**src/adc_seq_pkg.sv**
```systemverilog
package adc_seq_pkg;
   // register addresses on the internal register port
   localparam logic [7:0] ADDR_CHANNEL_SELECT    = 8'h99;
   localparam logic [7:0] ADDR_CONVERTER_CONFIG  = 8'h9A;
   localparam logic [7:0] ADDR_CONVERTER_CONTROL = 8'h9B;
   localparam logic [7:0] ADDR_RESULT_BASE       = 8'hA0; // result low bytes
   localparam logic [7:0] ADDR_RESULT_HI_BASE    = 8'hA8; // result high bits
   // field positions
   localparam int CFG_ENABLE_BIT  = 7;
   localparam int CFG_CLK_LSB     = 0;
   localparam int CTL_START_BIT   = 0;
   localparam int CTL_LOOP_BIT    = 1;
   localparam int CTL_AVG_LSB     = 2;
   localparam int CTL_FLAG_BIT    = 7;
   // reset values
   localparam logic [7:0] CHANNEL_SELECT_RESET    = 8'h00;
   localparam logic [7:0] CONVERTER_CONFIG_RESET  = 8'h00;
   localparam logic [7:0] CONVERTER_CONTROL_RESET = 8'h00;
   // geometry
   localparam int NUM_CHANNELS = 5;
   localparam int RESULT_BITS  = 10;
   localparam int CH_BITS      = 3;
   // lockout release hold-off
   localparam int CLK_FREQ_HZ     = 100_000_000;
   localparam int HOLDOFF_MS      = 10;
   localparam int HOLDOFF_CYCLES  = CLK_FREQ_HZ / 1000 * HOLDOFF_MS;
   localparam int HOLDOFF_BITS    = 20;
   // sequencer states
   typedef enum logic [2:0] {
      ST_IDLE,
      ST_START,
      ST_WAIT,
      ST_NEXT,
      ST_STORE
   } seq_state_t;
endpackage

```
**src/result_if.sv**
```systemverilog
// write and read ports of the result store
interface result_if;
   logic                  wr_en;   // store one averaged result
   logic [2:0]            wr_ch;   // channel being written
   logic [9:0]            wr_data; // averaged result
   logic [2:0]            rd_ch;   // channel being read
   logic [9:0]            rd_data; // registered read data
   modport store (input wr_en, input wr_ch, input wr_data, input rd_ch, output rd_data);
   modport user  (output wr_en, output wr_ch, output wr_data, output rd_ch, input rd_data);
endinterface

```
**src/adc_result_mem.sv**
```systemverilog
// one independent result word per channel, registered read
module adc_result_mem
(
   input  wire logic clk_sys,
   input  wire logic sys_rst,
   result_if.store   res
);
   logic [9:0] word [0:4];      // stored results
   logic [9:0] next_word [0:4]; // next stored results
   logic [9:0] next_rd_data;    // next read data

   // one generate loop, each channel touches only its own word
   for (genvar g = 0; g < 5; g++)
   begin : g_ch
      always_comb
      begin
         next_word[g] = word[g];
         if (res.wr_en && res.wr_ch == 3'(g))
         begin
            next_word[g] = res.wr_data;
         end
      end
      always_ff @(posedge clk_sys)
      begin
         if (sys_rst)
         begin
            word[g] <= 10'h000;
         end
         else
         begin
            word[g] <= next_word[g];
         end
      end
   end

   // read data from a register; out of range reads zero
   always_comb
   begin
      next_rd_data = (res.rd_ch < 3'h5) ? word[res.rd_ch] : 10'h000;
   end
   always_ff @(posedge clk_sys)
   begin
      if (sys_rst)
      begin
         res.rd_data <= 10'h000;
      end
      else
      begin
         res.rd_data <= next_rd_data;
      end
   end
endmodule // adc_result_mem

```
**src/adc_channel_sequencer.sv**
```systemverilog
// Operation
// sequence 10-bit converter over five inputs
// channels 3, 4 read divided regulator rails
// converter runs only while enable bit set
// channel select field chooses scanned inputs
// start bit begins scan, clears complete flag
// selected channels converted one after another
// complete flag set after all results stored
// each channel result in own register
// loop bit zero: scan once then stop
// loop bit one: rescan continuously
// average several conversions per channel
// two-bit field picks conversion clock
// lockout entry restores all register defaults; result words keep their values
// no register access until 10ms after lockout
// bit n selects channel n; disabled start ignored
module adc_channel_sequencer
#(
   parameter int HOLDOFF_CYCLES = adc_seq_pkg::HOLDOFF_CYCLES // lockout release hold-off
)
(
   input  wire logic       clk_sys,
   input  wire logic       sys_rst,
   input  wire logic       uvlo,        // supply undervoltage lockout level
   input  wire logic       reg_wr,      // register write strobe
   input  wire logic       reg_rd,      // register read strobe
   input  wire logic [7:0] reg_addr,    // register address
   input  wire logic [7:0] reg_wdata,   // register write data
   output logic      [7:0] reg_rdata,   // registered read data
   output logic            reg_rvalid,  // read data valid pulse
   output logic            regs_ready,  // register access open
   output logic            conv_start,  // pulse to analog core
   output logic      [2:0] conv_mux,    // analog mux channel
   output logic      [1:0] conv_clk_sel,// conversion clock choice
   output logic            conv_enable, // analog core enable
   input  wire logic       conv_done,   // core finished a conversion
   input  wire logic [9:0] conv_data    // core result
);
   // software registers
   logic [7:0] channel_select;
   logic [7:0] converter_config;
   logic [7:0] converter_control;
   logic [7:0] next_channel_select;
   logic [7:0] next_converter_config;
   logic [7:0] next_converter_control;
   // sequencer state
   adc_seq_pkg::seq_state_t state;
   adc_seq_pkg::seq_state_t next_state;
   logic [2:0]  ch;          // current channel
   logic [2:0]  next_ch;
   logic [3:0]  samples;     // conversions done on this channel
   logic [3:0]  next_samples;
   logic [13:0] acc;         // sample accumulator
   logic [13:0] next_acc;
   logic [9:0]  avg_value;   // averaged result
   // lockout handling
   logic        uvlo_q;      // previous lockout level
   logic [19:0] holdoff;     // cycles left before access opens
   logic [19:0] next_holdoff;
   logic        access_ok;
   logic [7:0]  rd_mux;      // read data before register
   logic        start_req;   // accepted start request
   result_if    res ();

   adc_result_mem u_mem
   (
      .clk_sys (clk_sys),
      .sys_rst (sys_rst),
      .res     (res)
   );

   wire logic enabled   = converter_config[adc_seq_pkg::CFG_ENABLE_BIT];
   wire logic loop_mode = converter_control[adc_seq_pkg::CTL_LOOP_BIT];
   wire logic [1:0] avg_sel = converter_control[adc_seq_pkg::CTL_AVG_LSB +: 2];
   wire logic [4:0] sel = channel_select[4:0];
   wire logic [3:0] avg_n = 4'(1) << avg_sel; // 1, 2, 4 or 8 samples
   wire logic lockout_rst = sys_rst || uvlo;

   // access opens only after the hold-off has run out
   assign access_ok  = (holdoff == 20'h00000) && !uvlo;
   assign regs_ready = access_ok;

   // a start is honoured only while the converter is enabled
   assign start_req = access_ok && reg_wr && reg_addr == adc_seq_pkg::ADDR_CONVERTER_CONTROL
                      && reg_wdata[adc_seq_pkg::CTL_START_BIT] && enabled; // see R05

   // next channel above current that is selected, wrapping is not done here
   function automatic logic [3:0] find_next(input logic [4:0] s, input logic [3:0] from);
      logic [3:0] r;
      r = 4'h8;
      for (int i = 4; i >= 0; i--)
      begin
         if (s[i] && 4'(i) >= from)
         begin
            r = 4'(i);
         end
      end
      return r;
   endfunction

   // hold-off counter, reloaded on lockout and counting after release
   always_comb
   begin
      next_holdoff = holdoff;
      if (uvlo)
      begin
         next_holdoff = 20'(HOLDOFF_CYCLES);
      end
      else if (holdoff != 20'h00000)
      begin
         next_holdoff = holdoff - 20'h00001;
      end
   end
   always_ff @(posedge clk_sys)
   begin
      if (sys_rst)
      begin
         holdoff <= 20'(HOLDOFF_CYCLES);
         uvlo_q  <= 1'b0;
      end
      else
      begin
         holdoff <= next_holdoff;
         uvlo_q  <= uvlo;
      end
   end

   // register writes; hardware sets the flag, start clears it
   always_comb
   begin
      next_channel_select    = channel_select;
      next_converter_config  = converter_config;
      next_converter_control = converter_control;
      next_converter_control[adc_seq_pkg::CTL_START_BIT] = 1'b0; // start self-clears
      if (access_ok && reg_wr)
      begin
         case (reg_addr)
            adc_seq_pkg::ADDR_CHANNEL_SELECT:
               next_channel_select = {3'b000, reg_wdata[4:0]};
            adc_seq_pkg::ADDR_CONVERTER_CONFIG:
               next_converter_config = reg_wdata; // see R03
            adc_seq_pkg::ADDR_CONVERTER_CONTROL:
            begin
               next_converter_control[6:1] = reg_wdata[6:1]; // loop and averaging
               // a start while disabled is ignored, so it leaves the flag alone
               if (reg_wdata[adc_seq_pkg::CTL_START_BIT] && enabled)
               begin
                  next_converter_control[adc_seq_pkg::CTL_FLAG_BIT] = 1'b0; // see R05
               end
            end
            default:
               next_converter_control = next_converter_control; // other addresses ignored
         endcase
      end
      // completion set wins over a same-cycle clear
      if (state == adc_seq_pkg::ST_STORE && find_next(sel, 4'(ch) + 4'h1) == 4'h8)
      begin
         next_converter_control[adc_seq_pkg::CTL_FLAG_BIT] = 1'b1;
      end
   end
   always_ff @(posedge clk_sys)
   begin
      if (lockout_rst)
      begin
         channel_select    <= adc_seq_pkg::CHANNEL_SELECT_RESET;
         converter_config  <= adc_seq_pkg::CONVERTER_CONFIG_RESET;
         converter_control <= adc_seq_pkg::CONVERTER_CONTROL_RESET;
      end
      else
      begin
         channel_select    <= next_channel_select;
         converter_config  <= next_converter_config;
         converter_control <= next_converter_control;
      end
   end

   // average: sum of a power-of-two sample count shifted down
   always_comb
   begin
      case (avg_sel)
         2'b00:   avg_value = acc[9:0];
         2'b01:   avg_value = acc[10:1];
         2'b10:   avg_value = acc[11:2];
         default: avg_value = acc[12:3];
      endcase
   end

   // scan sequencer: one channel at a time, averaged, then next
   always_comb
   begin
      next_state   = state;
      next_ch      = ch;
      next_samples = samples;
      next_acc     = acc;
      case (state)
         adc_seq_pkg::ST_IDLE:
         begin
            if (start_req && find_next(sel, 4'h0) != 4'h8)
            begin
               next_ch    = 3'(find_next(sel, 4'h0));
               next_state = adc_seq_pkg::ST_START;
            end
         end
         adc_seq_pkg::ST_START:
         begin
            next_state = adc_seq_pkg::ST_WAIT; // start pulse issued here
         end
         adc_seq_pkg::ST_WAIT:
         begin
            if (conv_done)
            begin
               next_acc     = acc + 14'(conv_data);
               next_samples = samples + 4'h1;
               next_state   = (samples + 4'h1 == avg_n) ? adc_seq_pkg::ST_STORE
                                                        : adc_seq_pkg::ST_START;
            end
         end
         adc_seq_pkg::ST_STORE:
         begin
            next_acc     = 14'h0000;
            next_samples = 4'h0;
            if (find_next(sel, 4'(ch) + 4'h1) != 4'h8)
            begin
               next_ch    = 3'(find_next(sel, 4'(ch) + 4'h1));
               next_state = adc_seq_pkg::ST_START;
            end
            else
            begin
               next_state = adc_seq_pkg::ST_NEXT;
            end
         end
         adc_seq_pkg::ST_NEXT:
         begin
            if (loop_mode && find_next(sel, 4'h0) != 4'h8)
            begin
               next_ch    = 3'(find_next(sel, 4'h0));
               next_state = adc_seq_pkg::ST_START;
            end
            else
            begin
               next_state = adc_seq_pkg::ST_IDLE;
            end
         end
         default:
            next_state = adc_seq_pkg::ST_IDLE;
      endcase
      // disabling the converter abandons the scan
      if (!enabled)
      begin
         next_state   = adc_seq_pkg::ST_IDLE;
         next_samples = 4'h0;
         next_acc     = 14'h0000;
      end
   end
   always_ff @(posedge clk_sys)
   begin
      if (lockout_rst)
      begin
         state   <= adc_seq_pkg::ST_IDLE;
         ch      <= 3'h0;
         samples <= 4'h0;
         acc     <= 14'h0000;
      end
      else
      begin
         state   <= next_state;
         ch      <= next_ch;
         samples <= next_samples;
         acc     <= next_acc;
      end
   end

   // core controls; channel 3/4 are the divided rails inside the core
   assign conv_start   = (state == adc_seq_pkg::ST_START); // see R01
   assign conv_mux     = ch;
   assign conv_enable  = enabled;
   assign conv_clk_sel = converter_config[adc_seq_pkg::CFG_CLK_LSB +: 2];

   // result store port
   assign res.wr_en   = (state == adc_seq_pkg::ST_STORE);
   assign res.wr_ch   = ch;
   assign res.wr_data = avg_value;
   assign res.rd_ch   = reg_addr[2:0];

   // read mux; result bytes come from the memory's register a cycle later
   always_comb
   begin
      case (reg_addr)
         adc_seq_pkg::ADDR_CHANNEL_SELECT:    rd_mux = channel_select;
         adc_seq_pkg::ADDR_CONVERTER_CONFIG:  rd_mux = converter_config;
         adc_seq_pkg::ADDR_CONVERTER_CONTROL: rd_mux = converter_control;
         default:                             rd_mux = 8'h00;
      endcase
   end

   logic       rd_q;     // read issued last cycle
   logic [7:0] rd_addr_q;
   logic [7:0] rd_reg_q; // config byte latched with the read
   always_ff @(posedge clk_sys)
   begin
      if (sys_rst)
      begin
         rd_q      <= 1'b0;
         rd_addr_q <= 8'h00;
         rd_reg_q  <= 8'h00;
      end
      else
      begin
         rd_q      <= reg_rd && access_ok;
         rd_addr_q <= reg_addr;
         rd_reg_q  <= rd_mux;
      end
   end
   // second cycle: pick config byte or result byte, then register
   logic [7:0] next_reg_rdata;
   always_comb
   begin
      next_reg_rdata = reg_rdata;
      if (rd_q)
      begin
         if (rd_addr_q[7:3] == adc_seq_pkg::ADDR_RESULT_BASE[7:3] && rd_addr_q[2:0] < 3'h5)
            next_reg_rdata = res.rd_data[7:0];
         else if (rd_addr_q[7:3] == adc_seq_pkg::ADDR_RESULT_HI_BASE[7:3] && rd_addr_q[2:0] < 3'h5)
            next_reg_rdata = {6'h00, res.rd_data[9:8]};
         else
            next_reg_rdata = rd_reg_q;
      end
   end
   always_ff @(posedge clk_sys)
   begin
      if (sys_rst)
      begin
         reg_rdata  <= 8'h00;
         reg_rvalid <= 1'b0;
      end
      else
      begin
         reg_rdata  <= next_reg_rdata;
         reg_rvalid <= rd_q;
      end
   end

   // assertions
   a_disabled_idle: assert property (@(posedge clk_sys) disable iff (sys_rst)
      !enabled |=> state == adc_seq_pkg::ST_IDLE) else $error("scan ran while disabled");
   a_start_clears: assert property (@(posedge clk_sys) disable iff (lockout_rst)
      start_req && state != adc_seq_pkg::ST_STORE |=> !converter_control[7])
      else $error("start did not clear flag");
   a_select_mask: assert property (@(posedge clk_sys) disable iff (sys_rst)
      conv_start |-> sel[ch]) else $error("unselected channel converted");
   a_flag_after_store: assert property (@(posedge clk_sys) disable iff (lockout_rst)
      $rose(converter_control[7]) |-> $past(res.wr_en)) else $error("flag without store");
   a_once_stops: assert property (@(posedge clk_sys) disable iff (lockout_rst)
      state == adc_seq_pkg::ST_NEXT && !loop_mode |=> state == adc_seq_pkg::ST_IDLE)
      else $error("single scan did not stop");
   a_loop_restarts: assert property (@(posedge clk_sys) disable iff (lockout_rst)
      state == adc_seq_pkg::ST_NEXT && loop_mode && enabled && sel != 5'h00
      |=> state == adc_seq_pkg::ST_START) else $error("loop did not rescan");
   a_avg_count: assert property (@(posedge clk_sys) disable iff (lockout_rst)
      res.wr_en |-> samples == avg_n) else $error("wrong sample count");
   a_uvlo_defaults: assert property (@(posedge clk_sys) disable iff (sys_rst)
      uvlo |=> channel_select == 8'h00 && converter_config == 8'h00)
      else $error("lockout kept settings");
   a_holdoff_closed: assert property (@(posedge clk_sys) disable iff (sys_rst)
      $fell(uvlo_q) |-> !regs_ready) else $error("access open right after lockout");
   c_single_scan: cover property (@(posedge clk_sys) $rose(converter_control[7]) && !loop_mode);
   c_loop_scan: cover property (@(posedge clk_sys) state == adc_seq_pkg::ST_NEXT && loop_mode);
   c_avg_eight: cover property (@(posedge clk_sys) res.wr_en && avg_sel == 2'b11);
endmodule // adc_channel_sequencer

```
**config.mk**
```make
export PLATFORM = sky130hd
export DESIGN_NAME = adc_channel_sequencer
export DESIGN_NICKNAME = d
export VERILOG_FILES = /design/src/adc_seq_pkg.sv /design/src/result_if.sv /design/src/adc_result_mem.sv /design/src/adc_channel_sequencer.sv
export SDC_FILE = /design/constraint.sdc
export NUM_CORES = 1
export LEC_CHECK = 0
export BUFFER_PORTS_ARGS = -buffer_cell sky130_fd_sc_hd__buf_4
export CAP_MARGIN = 20
export CORE_MARGIN = 2
export CORE_UTILIZATION = 40
export DETAILED_ROUTE_END_ITERATION = 16
export GPL_TIMING_DRIVEN = 0
export SYNTH_ARGS = -nofsm -noshare
export SYNTH_HDL_FRONTEND = slang
export SYNTH_SLANG_ARGS = --single-unit
```
**constraint.sdc**
```tcl
create_clock -name clk_sys -period 2.98 [get_ports clk_sys]
set_clock_uncertainty 0.2 [all_clocks]
set_input_delay 0.596 -clock clk_sys [delete_from_list [all_inputs] [get_ports clk_sys]]
set_output_delay 0.596 -clock clk_sys [all_outputs]
set_load 0.005 [all_outputs]
```
# Yosys cells after proc, flatten, opt, wreduce, memory -nomap -nowiden

Memories as Yosys holds them, arrays and structs flattened. A register that Yosys moved wholly into a read port is not among the register bits.
Cells that the tools add are included.

Bits in registers: 91
Memory bits (writable): 50
Output and inout port bits: 17
Word-level logic and storage cells: 161
Memories kept: 1

Memories:

| name       | words | bits a word | read ports | clocked after memory_dff | wr ports | line                | source |
|---|---|---|---|---|---|---|---|
| u_mem.word | 5     | 10          | 1          | 1                        | 5        | adc_result_mem.sv:8 | `logic [9:0] word [0:4];` |

Add/sub/neg operators: 4
Order comparisons: 7
Eq/ne operators: 29
Shift-type cells: 1
Multiplexer cells: 48
Bitwise gates (word level): 7
Reduce and logical (&&, ||, !) cells: 49

Operator list:

| operator                | count |
|---|---|
| $mux W10                | 10 |
| $mux W4                 | 14 |
| $pmux W10 S3            | 1 |
| $pmux W14 S2            | 1 |
| $eq A8 B8 Y1 const B    | 3 |
| $mux W8                 | 3 |
| $pmux W8 S3             | 1 |
| $logic_and A1 B1 Y1     | 22 |
| $logic_not A20 Y1       | 1 |
| $reduce_and A2 Y1       | 10 |
| $reduce_bool A20 Y1     | 1 |
| $sub A20 B1 Y20 const B | 1 |
| $mux W3                 | 6 |
| $pmux W3 S5             | 1 |
| $add A14 B10 Y14        | 1 |
| $mux W14                | 1 |
| $eq A3 B2 Y1 const B    | 4 |
| $ne A4 B4 Y1 const B    | 3 |
| $eq A5 B5 Y1 const B    | 2 |
| $pmux W3 S3             | 1 |
| $ge A1 B4 Y1 const A    | 2 |
| $ge A2 B4 Y1 const A    | 2 |
| $ne A2 B2 Y1 const B    | 4 |
| $pmux W4 S2             | 1 |
| other kinds (26)        | 49 |

# Longest topological paths before layout

Gate-level depths: netlist (run 1).

Depth in word-level cells: 12
Depth in mapped cells: 10
Mapped depth without buffers: 9

# By module

Synthesis (run 1) repeated with hierarchy kept, for this count alone.

Cells, all modules: 689
Area, all modules: 7226.9 µm²

By module, submodules not included:

| module                | times used | cells an instance | area an instance (µm²) | sequential area each (µm²) |
|---|---|---|---|---|
| adc_channel_sequencer | 1          | 514               | 4659.5                 | 1781.7 |
| adc_result_mem        | 1          | 175               | 2567.5                 | 1701.6 |

# Worst setup path before layout (run 1)

No wires, ideal clock.

Kind: input -> register
Start point: in reg_addr[2]
End point: reg ch[1], in the netlist conv_mux[1]
Arrival time: 2.547 ns
Data required time: 2.693 ns
Setup slack: 0.146 ns
Stages: 7
Path through: clkbuf_1 nor4bb_1 nand2_1 nor4_4 a21oi_2 or4_1 o31ai_1

Cells in the longest elaborated chain, start to end: 7

Ends and longest elaborated chain:

| what                               | line                         | source |
|---|---|---|
| start, declared                    | adc_channel_sequencer.sv:27  | `input wire logic [7:0] reg_addr,` |
| $eq A8 B8 Y1                       | adc_channel_sequencer.sv:84  | `assign start_req = access_ok && reg_wr && reg_addr == adc_seq_pkg::ADDR_CONVERTER_CONTROL` |
| $logic_and A1 B1 Y1                | adc_channel_sequencer.sv:84  |  |
| $logic_and A1 B1 Y1 (2 in a row)   | adc_channel_sequencer.sv:85  | `&& reg_wdata[adc_seq_pkg::CTL_START_BIT] && enabled;` |
| $logic_and A1 B1 Y1                | adc_channel_sequencer.sv:198 | `if (start_req && find_next(sel, 4'h0) != 4'h8)` |
| $ne A2 B2 Y1 (no source line)      | --                           |  |
| $reduce_and A4 Y1 (no source line) | --                           |  |
| end signal, assigned               | adc_channel_sequencer.sv:267 | `ch <= next_ch;` |
| end, declared                      | adc_channel_sequencer.sv:49  | `logic [2:0] ch;` |

Every way passes these cells.
A chain may end at the register's enable or synchronous reset.

# Worst setup path in the final report (run 1)

Start point: reg holdoff[11]
End point: out regs_ready

Cells in the longest elaborated chain, start to end: 2

Ends and longest elaborated chain:

| what                   | line                         | source |
|---|---|---|
| start, declared        | adc_channel_sequencer.sv:58  | `logic [19:0] holdoff;` |
| start signal, assigned | adc_channel_sequencer.sv:118 | `holdoff <= 20'(HOLDOFF_CYCLES);` |
| start signal, assigned | adc_channel_sequencer.sv:123 | `holdoff <= next_holdoff;` |
| $logic_not A20 Y1      | adc_channel_sequencer.sv:80  | `assign access_ok = (holdoff == 20'h00000) && !uvlo;` |
| $logic_and A1 B1 Y1    | adc_channel_sequencer.sv:80  |  |
| end, declared          | adc_channel_sequencer.sv:31  | `output logic regs_ready,` |

Every way passes these cells.

==> reports/qor.csv, run 1 <==
stage;metric;value;unit
grt;antenna_found_initial;0;
placed_design;io_buffer_count;46;
clocking;cts_tree;done;
logic_synthesis;synth_edf_count;50;
sta;period_minus_slack;2900;ps
min_path;hp-class;in2reg;
sta;timing.hold.ws;189;ps
grt;grt_use_met2;0.334;
logic_synthesis;synth.distinct_cells;61;
logic_synthesis;synth_top_cell_by_area;dfxtp_1;
clocking;holdBufCountCts;0;
worst_setup_path;critPathLaunchType;flop;
finish;drive_gt1_frac;0.174;
floorplan;rows;48;
placed_design;place_hpwl;12.4;mm
grt;track_usage;0.193;
floorplan;boundaryPins;49;
clocking;cts_root_buf;clkbuf_16;
grt;grt_pass1_vias;5461;
floorplan;die_w;137;µm
logic_synthesis;async_flop_share;0;
grt;grtUsageMet1;0.237;
route;routed_wl;16.9;mm
logic_synthesis;synth_most_common_cell;nor2_1;
worst_setup_path;crit_arrival;2100;ps
power;vdd.ir_drop.worst;0.373;mV
sta;fmax;345;MHz
clocking;clk_pin_slew_worst_paths;60;ps
sta;maxSlewViolCount;0;
route;drt_iter0_drc;243;
logic_synthesis;synth_common_cells;138 x nor2_1, 99 x dfxtp_1, 50 x edfxtp_1;
finish;area_growth;18.4;%
floorplan;die_y;137;µm
logic_synthesis;synth.area.top_cells;dfxtp_1 28%, edfxtp_1 21%, nor2_1 7.3%;
sta;setup_viol;0;
grt;grt_max_degree;17;
logic_synthesis;avgSynthCellArea;9.98;µm²
logic_synthesis;syn_inst;706;
clocking;cts_inserted_buffers;17;
logic_synthesis;netlist_area;7050;µm²
placed_design;postPlaceCellArea;7690;µm²
sta;rsz0062_at_grt;false;
placed_design;gp_congestion;0.821;
finish;nets;830;
sta;tightest_slew;824;ps
clocking;cts_sinks;149;
route;vias;5411;
sta;slew_headroom;0.450;
logic_synthesis;synth_fp_nets;757;
worst_setup_path;r2r_cells;8;
grt;grt_overflow;0;
clocking;h-tree-depth;4;
sta;hold_viol;0;
power;leakage;2.90;nW
job;cap_viol_max_count;0;
floorplan;start_util;0.409;
grt;gr-usage-met3;0.0426;
route;wire_per_inst;16.6;µm
worst_setup_path;worstPathRequired;2180;ps
logic_synthesis;synth_top_area_share;0.281;
grt;grt_pass1_wl;27.7;mm
route;ant_nets;0;
logic_synthesis;yosysSeqAreaShare;0.494;
worst_setup_path;cp-end-kind;output port;
worst_setup_path;critPathMaxFanout;3;
clocking;cts_max_path_buffers;2;
logic_synthesis;yosys_warnings;0;
worst_setup_path;crit_type;reg2out;
route;drcViolationCount;0;
floorplan;coreArea;17200;µm²
route;viasPerCell;5.32;
floorplan;dieArea;18700;µm²
grt;grt-busiest-layer;met2;
finish;diodes;0;
sta;fin_crit_sh;0.972;
logic_synthesis;synth_seq_cells;149;
logic_synthesis;synth_ff_type;dfxtp_1;
outcome;status;finished, final reports clean;
clocking;insertion_delay;420;ps
power;p_per_area;527;nW/µm²
route;dr.pass1.iters;5;
finish;final_area;8340;µm²
min_path;worstHoldPathCells;3;
-- power breakdown --
| group | internal [mW] | leakage, nW | switching [mW] |
|---|---|---|---|
| logic | 0.108 | 1.37 | 0.133 |
| registers | 2.15 | 1.28 | 0.0219 |
| clock network | 1.14 | 0.248 | 0.843 |
-- critical path, cell delays in order (launching register included) --
cell and delay, ps:
dfxtp_2 320, or3_4 390, or3_4 340, or3_4 400, nor2_2 110, buf_4 110
-- flip-flops by register name, indices dropped and copies added, names as in the netlist, 4 cells and up --
name	flops
rd_reg_q	8
u_mem.word	50
acc	13
samples	4
u_mem.res.rd_data	10
holdoff	20
channel_select	5
converter_config	8
converter_control	7
reg_rdata	8
rd_addr_q	8
-- per-stage QoR --
stage	cells	TNS [ps]	power, mW	util	setup WS [ps]
after floorplan	706	0	2.36	-	146
after global placement	977	-4550	2.44	0.445	-406
after detailed placement	978	-6310	2.45	0.446	-424
after CTS	1017	-185	4.43	0.483	-99.6
after global routing	1017	0	4.55	0.484	7.57
final	1017	0	4.40	0.484	84.1
-- worst paths after layout --
check                                          start              endpoint  slack, ps
worst max-delay path                     holdoff[11]            regs_ready         80
worst min register to register  converter_control[7]  converter_control[7]        260
worst min-delay path                    reg_wdata[7]   converter_config[7]        190
worst max register to register           holdoff[11]   converter_config[3]        220
-- area by class of cell --
class | count | area (µm²)
buffer | 32 | 134
clock buffer | 19 | 433
clock inverter | 13 | 111
fill | 1581 | 8890
inverter | 12 | 45.0
multi-input combinational | 510 | 3420
sequential | 149 | 3490
tap | 225 | 282
timing repair buffer | 57 | 432
-- logic make-up after synthesis --
family | count (synthesis) | share of synthesized area
adder cells (fa/ha/maj) | 19 | 0.0348
AND/OR/NAND/NOR | 304 | 0.212
XOR/XNOR | 25 | 0.0311
flip-flops | 149 | 0.494
AO/OA/AOI/OAI | 98 | 0.0898
multiplexers | 64 | 0.111
buffers and inverters | 47 | 0.0279
-- metal layers --
metal	up-vias	routed length (µm)
met5	-	0
met4	0	330
met3	26	760
met2	137	8280
met1	2574	7550
li1	2674	-
-- placed cells by master (no fill, tap or decap), types with 5 or more instances in the layout --
cell and count:
nor2_1 137, dfxtp_1 96, buf_4 59, edfxtp_1 50
mux2i_1 42, nand2_1 39, nand3_1 35, a21oi_1 29
clkbuf_1 27, o21ai_0 19, ha_1 17, clkbuf_16 17
nor2b_1 16, xnor2_1 13, xor2_1 12, mux2_2 12
inv_1 10, nor3b_1 10, mux4_2 10, nor4_1 8
a211oi_1 8, nand2b_1 8, nor3_1 7, o211ai_1 6
clkinvlp_4 6, a21o_1 5, nand4b_1 5
-- timing repair --
action                     4_1_cts  5_1_grt
setup endpoints to repair        2       19
pin swaps                        4        5
buffers inserted                 8        2
resized for setup               12        7
Power figures use the tool's default switching activity.
==> run 2, diff against run 1 <==
Settings changed: CORE_ASPECT_RATIO set to 1.2.
==> reports/qor.csv, run 2 (synthesis results as in run 1) <==
stage;metric;value;unit;change
outcome;status;finished, final reports clean;;
finish;postLayoutCoreUtil;0.485;;+0.000991
route;drcViolationCount;0;;unchanged
route;ant_nets;0;;unchanged
finish;final_common_cell;nor2_1;;
worst_setup_path;slowest_stage;or3_4;;
power;power;4.58;mW;+4.1%
worst_setup_path;critPathLaunchType;flop;;
clocking;holdBufCountCts;0;;unchanged
finish;largest_reg_flops;50;;unchanged
worst_setup_path;cp_num_cells;5;;unchanged
route;wire_per_inst;17.0;µm;+2.2%
worst_setup_path;crit_arrival;2070;ps;-30 ps
sta;fin_crit_sh;0.963;;-0.00862
worst_setup_path;worst_r2r_startpoint;holdoff[11];;
route;routed_wl;17.3;mm;+2.0%
sta;slew_headroom;0.401;;-0.0485
route;dr.pass1.iters;7;;+2
power;leakage;2.95;nW;+1.6%
grt;grt_max_degree;17;;unchanged
clocking;cts_max_path_buffers;2;;unchanged
worst_setup_path;cp-end-kind;output port;;
worst_setup_path;startpoint;holdoff[11];;
worst_setup_path;cp_common_cell;or3_4;;
finish;final_cell_mix;137 x nor2_1, 94 x dfxtp_1, 61 x buf_4, 50 x edfxtp_1, 42 x mux2i_1;;
floorplan;dieArea;18700;µm²;about the same
floorplan;start_util;0.406;;-0.00324
grt;antenna_found_initial;0;;unchanged
placed_design;io_buffer_count;46;;unchanged
min_path;hp-class;in2reg;;
finish;nFillCells;1629;;+3.0%
grt;grt_pass1_wl;27.8;mm;+0.40%
sta;rsz0062_at_grt;false;;
finish;area_growth;19.5;%;
sta;hold_viol;0;;unchanged
worst_setup_path;critPathTopFamily;simple AND/OR/NAND/NOR gates;;
floorplan;die_y;149;µm;+9.3%
floorplan;die_w;125;µm;-8.5%
sta;maxSlewViolCount;0;;unchanged
sta;setup_viol;0;;unchanged
job;cap_viol_max_count;0;;unchanged
finish;diodes;0;;unchanged
clocking;cts_inserted_buffers;17;;unchanged
worst_setup_path;endpoint;regs_ready;;
placed_design;gp_congestion;0.823;;+0.26%
clocking;cts_sinks;149;;unchanged
worst_setup_path;critPathMaxFanout;3;;unchanged
finish;drive_gt1_frac;0.184;;+0.00941
floorplan;coreArea;17400;µm²;+0.80%
grt;track_usage;0.189;;-0.00459
route;viasPerCell;5.41;;+1.8%
route;drt_iter0_drc;447;;+84%
grt;grt_overflow;0;;unchanged
finish;nets;833;;+0.36%
worst_setup_path;cpPeakStageDelay;410;ps;about the same
sta;fmax;348;MHz;+0.89%
power;p_per_area;544;nW/µm²;+3.1%
route;vias;5496;;+1.6%
clocking;clk_pin_slew_worst_paths;60;ps;about the same
sta;tightest_slew;889;ps;+65.1 ps
floorplan;boundaryPins;49;;unchanged
worst_setup_path;crit_type;reg2out;;
clocking;insertion_delay;430;ps;about the same
worst_setup_path;reg2reg_to;holdoff[11];;
finish;regMostFlops;u_mem.word;;
clocking;h-tree-depth;4;;unchanged
finish;top_regs;u_mem.word x50, holdoff x20, acc x13;;
power;vdd.ir_drop.worst;0.469;mV;+26%
worst_setup_path;ff2ff_setup_slack;190;ps;-30 ps
placed_design;place_hpwl;12.3;mm;-0.36%
worst_setup_path;r2r_cells;9;;+1
clocking;cts_tree;done;;
worst_setup_path;worstPathRequired;2180;ps;about the same
floorplan;rows;53;;+10%
grt;grt_pass1_vias;5539;;+1.4%
worst_setup_path;worstPathCellList;or3_4, or3_4, or3_4, nor2_4, buf_6;;
sta;period_minus_slack;2870;ps;-25.7 ps
clocking;cts_root_buf;clkbuf_16;;
worst_setup_path;path_buf_inv;1;;unchanged
## run 2: cell types whose count changed in the layout (fill, tap and decap cells not counted), sizes merged
cell	before	now
inv	12	19
buf	62	66
clkinv	6	3
clkinvlp	6	3
clkbuf	45	43
bufinv	1	2
clkdlybuf4s15	1	0
## run 2: worst reg2reg max path, delay by kind of cell, from the launching register on
kind	cells	cell delay, ps
XOR/XNOR	1	130
flip-flops	1	320
AND/OR/NAND/NOR	5	1480
buffers and inverters	3	510
## run 2: layout make-up
| type | count | area (µm²) | share of cell area |
|---|---|---|---|
| inverters | 12 | 47.5 | 0.00564 |
| clock buffers | 17 | 425 | 0.0505 |
| plain buffers | 32 | 134 | 0.0159 |
| repair buffers | 60 | 452 | 0.0536 |
| flip-flops and latches | 149 | 3490 | 0.414 |
| multi-input cells | 510 | 3430 | 0.407 |
| clock inverters | 15 | 168 | 0.0199 |
| well taps | 220 | 275 | 0.0327 |
## run 2: worst min path at each step
| stage | depth (start not counted) | start | slack, ps | to |
|---|---|---|---|---|
| after CTS | 3 | reg_rd | 180 | rd_q |
| final | 3 | reg_rd | 180 | rd_q |
| after global routing | 2 | reg_addr[5] | 200 | rd_addr_q[5] |
| after detailed placement | 2 | converter_control[7] | 250 | converter_control[7] |
| after global placement | 2 | converter_control[7] | 250 | converter_control[7] |
| after floorplan | 2 | converter_control[7] | 240 | converter_control[7] |
## run 2: stage by stage
stage                     std cells  hold WS (ps)  area [µm²]  setup TNS, ps  worst slack [ps]
after floorplan                 706           236        7050              0               146
after global placement          972           252        7670          -4180              -347
after detailed placement        973           249        7670          -3960              -376
after CTS                      1011           178        8370           -146              -106
after global routing           1015           199        8430              0              37.2
final                          1015           182        8430              0               110
## run 2: repair_timing
action | CTS | global route
endpoints found under the hold margin | 0 | 0
gates resized for setup | 16 | 12
buffers inserted | 7 | 6
endpoints found under the setup margin | 3 | 18
pin swaps | 5 | 5
## run 2: where the power goes
group	leakage, nW	switching (mW)	total (mW)	internal, mW
clock	0.281	0.909	2.16	1.25
sequential	1.28	0.0223	2.17	2.15
combinational	1.39	0.135	0.244	0.110
## run 2: metal layers
layer	global-route usage	vias up	share of wire
met1	0.219	2624	0.43
met3	0.0379	37	0.041
met5	0	-	0
li1	-	2695	-
met4	0.0911	0	0.026
met2	0.335	140	0.50
==> run 3, diff against run 2 <==
Settings changed: PLACE_DENSITY set to 0.66.
==> reports/qor.csv, run 3 (synthesis results as in run 1) <==
stage;metric;value;unit;change
outcome;status;finished, final reports clean;;
sta;setup_viol;0;;unchanged
route;vias;5318;;-3.2%
power;power;4.52;mW;-1.3%
clocking;insertion_delay;430;ps;about the same
worst_setup_path;cp-end-kind;output port;;
power;vdd.ir_drop.worst;0.433;mV;-7.7%
job;cap_viol_max_count;0;;unchanged
worst_setup_path;cp_common_cell;or3_4;;
sta;fin_setup_tns;0;ps;unchanged
placed_design;place_hpwl;11.7;mm;-5.4%
placed_design;gp_congestion;0.811;;-1.4%
route;dr.pass1.iters;4;;-3
sta;slew_headroom;0.459;;+0.0577
sta;fmax;345;MHz;-0.93%
worst_setup_path;slowest_stage;or3_4;;
sta;fin_crit_sh;0.972;;+0.00907
finish;nets;829;;-0.48%
sta;hold_viol;0;;unchanged
route;wl_met2;7.76;mm;-11%
clocking;cts_root_buf;clkbuf_16;;
grt;grt_pass1_wl;26.4;mm;-5.3%
power;p_per_area;540;nW/µm²;-0.75%
sta;maxSlewViolCount;0;;unchanged
grt;grt_pass1_vias;5210;;-5.9%
finish;final_common_cell;nor2_1;;
worst_setup_path;critPathTopFamily;simple AND/OR/NAND/NOR gates;;
finish;diodes;0;;unchanged
worst_setup_path;worst_r2r_startpoint;holdoff[10];;
floorplan;rows;53;;unchanged
sta;period_minus_slack;2900;ps;+27.0 ps
route;wire_per_inst;16.0;µm;-6.1%
min_path;hold_start;reg_rd;;
clocking;cts_max_path_buffers;2;;unchanged
clocking;cts_tree;done;;
route;top_layer;met4;;
route;wl_met3;543;µm;-24%
worst_setup_path;path_buf_inv;1;;unchanged
worst_setup_path;crit_arrival;2100;ps;+30 ps
finish;drive_gt1_frac;0.177;;-0.00666
worst_setup_path;cpPeakStageDelay;420;ps;about the same
finish;final_cell_mix;137 x nor2_1, 96 x dfxtp_1, 56 x buf_4, 50 x edfxtp_1, 42 x mux2i_1;;
worst_setup_path;reg2reg_to;converter_config[6];;
floorplan;boundaryPins;49;;unchanged
min_path;worstHoldPathCells;3;;unchanged
placed_design;io_buffer_count;46;;unchanged
route;drt_iter0_drc;329;;-26%
sta;rsz0062_at_grt;false;;
min_path;hp-class;in2reg;;
finish;area_growth;18.9;%;
worst_setup_path;r2r_cells;8;;-1
grt;grt_max_degree;17;;unchanged
finish;largest_reg_flops;50;;unchanged
floorplan;die_y;149;µm;unchanged
route;wl_met1;7.50;mm;+1.2%
floorplan;start_util;0.406;;unchanged
finish;regMostFlops;u_mem.word;;
route;routed_wl;16.1;mm;-6.5%
clocking;h-tree-depth;4;;unchanged
finish;postLayoutCoreUtil;0.482;;-0.00259
finish;top_regs;u_mem.word x50, holdoff x20, acc x13;;
worst_setup_path;worstPathRequired;2180;ps;about the same
power;leakage;2.94;nW;-0.22%
route;ant_nets;0;;unchanged
worst_setup_path;crit_type;reg2out;;
floorplan;coreArea;17400;µm²;unchanged
worst_setup_path;critPathLaunchType;flop;;
clocking;cts_inserted_buffers;17;;unchanged
floorplan;die_w;125;µm;unchanged
grt;grt_overflow;0;;unchanged
grt;antenna_found_initial;0;;unchanged
route;drcViolationCount;0;;unchanged
worst_setup_path;worstPathCellList;or3_4, or3_4, or3_4, nor2_4, buf_6;;
sta;tightest_slew;810;ps;-78.9 ps
min_path;hold-path-endpoint;rd_q;;
worst_setup_path;critPathMaxFanout;3;;unchanged
clocking;cts_sinks;149;;unchanged
route;viasPerCell;5.26;;-2.9%
floorplan;dieArea;18700;µm²;unchanged
clocking;clk_pin_slew_worst_paths;60;ps;about the same
worst_setup_path;ff2ff_setup_slack;170;ps;-20 ps
grt;track_usage;0.178;;-0.0107
[run 3: stage by stage]
step                      cell area (µm²)  hold WS (ps)  cells  setup WS [ps]
after floorplan                      7050           236    706            146
after global placement               7670           245    972           -400
after detailed placement             7670           250    973           -406
after CTS                            8360           174   1011           -124
after global routing                 8380           197   1011           29.6
final                                8380           184   1011           82.7
[run 3: how the worst max path moves through the flow]
stage | start | to | slack [ps] | cells after the start
detailed placement | reg_addr[2] | conv_mux[1] | -410 | 7
global route | holdoff[10] | regs_ready | 30 | 5
global placement | reg_addr[2] | conv_mux[1] | -400 | 7
floorplan | reg_addr[2] | conv_mux[1] | 150 | 7
finish | holdoff[10] | regs_ready | 80 | 5
CTS | holdoff[11] | regs_ready | -120 | 7
[run 3: cell type report]
cell class	instances	area (µm²)
fillers	1644	8990
flip-flops and latches	149	3490
multi-input cells	510	3430
repair buffers	56	434
clock buffers	17	425
well taps	220	275
clock inverters	15	154
plain buffers	32	134
inverters	12	45.0
[run 3: repair_timing]
action | 4_1_cts | 5_1_grt
hold buffers | 0 | 0
pin swaps | 4 | 5
gates cloned | 0 | 0
buffers inserted | 7 | 2
setup endpoints to repair | 2 | 13
gates resized for setup | 14 | 8
[run 3: power breakdown]
part | total (mW) | switching [mW] | internal [mW]
combinational | 0.238 | 0.129 | 0.109
sequential | 2.18 | 0.0225 | 2.15
clock | 2.11 | 0.873 | 1.23
total | 4.52 | 1.03 | 3.50
[run 3: worst reg2reg max path: stages, from the launching register on]
cell	delay, ps
dfxtp_2	320
or3_4	380
or3_4	360
or3_4	420
buf_4	180
nor4b_1	290
buf_4	260
mux2i_1	210
nor2_1	60
[run 3: metal layers]
layer / track usage / up-vias
met1: 0.221 / 2530
li1: - / 2675
met2: 0.303 / 90
met4: 0.0744 / 0
met5: 0 / -
met3: 0.0375 / 23
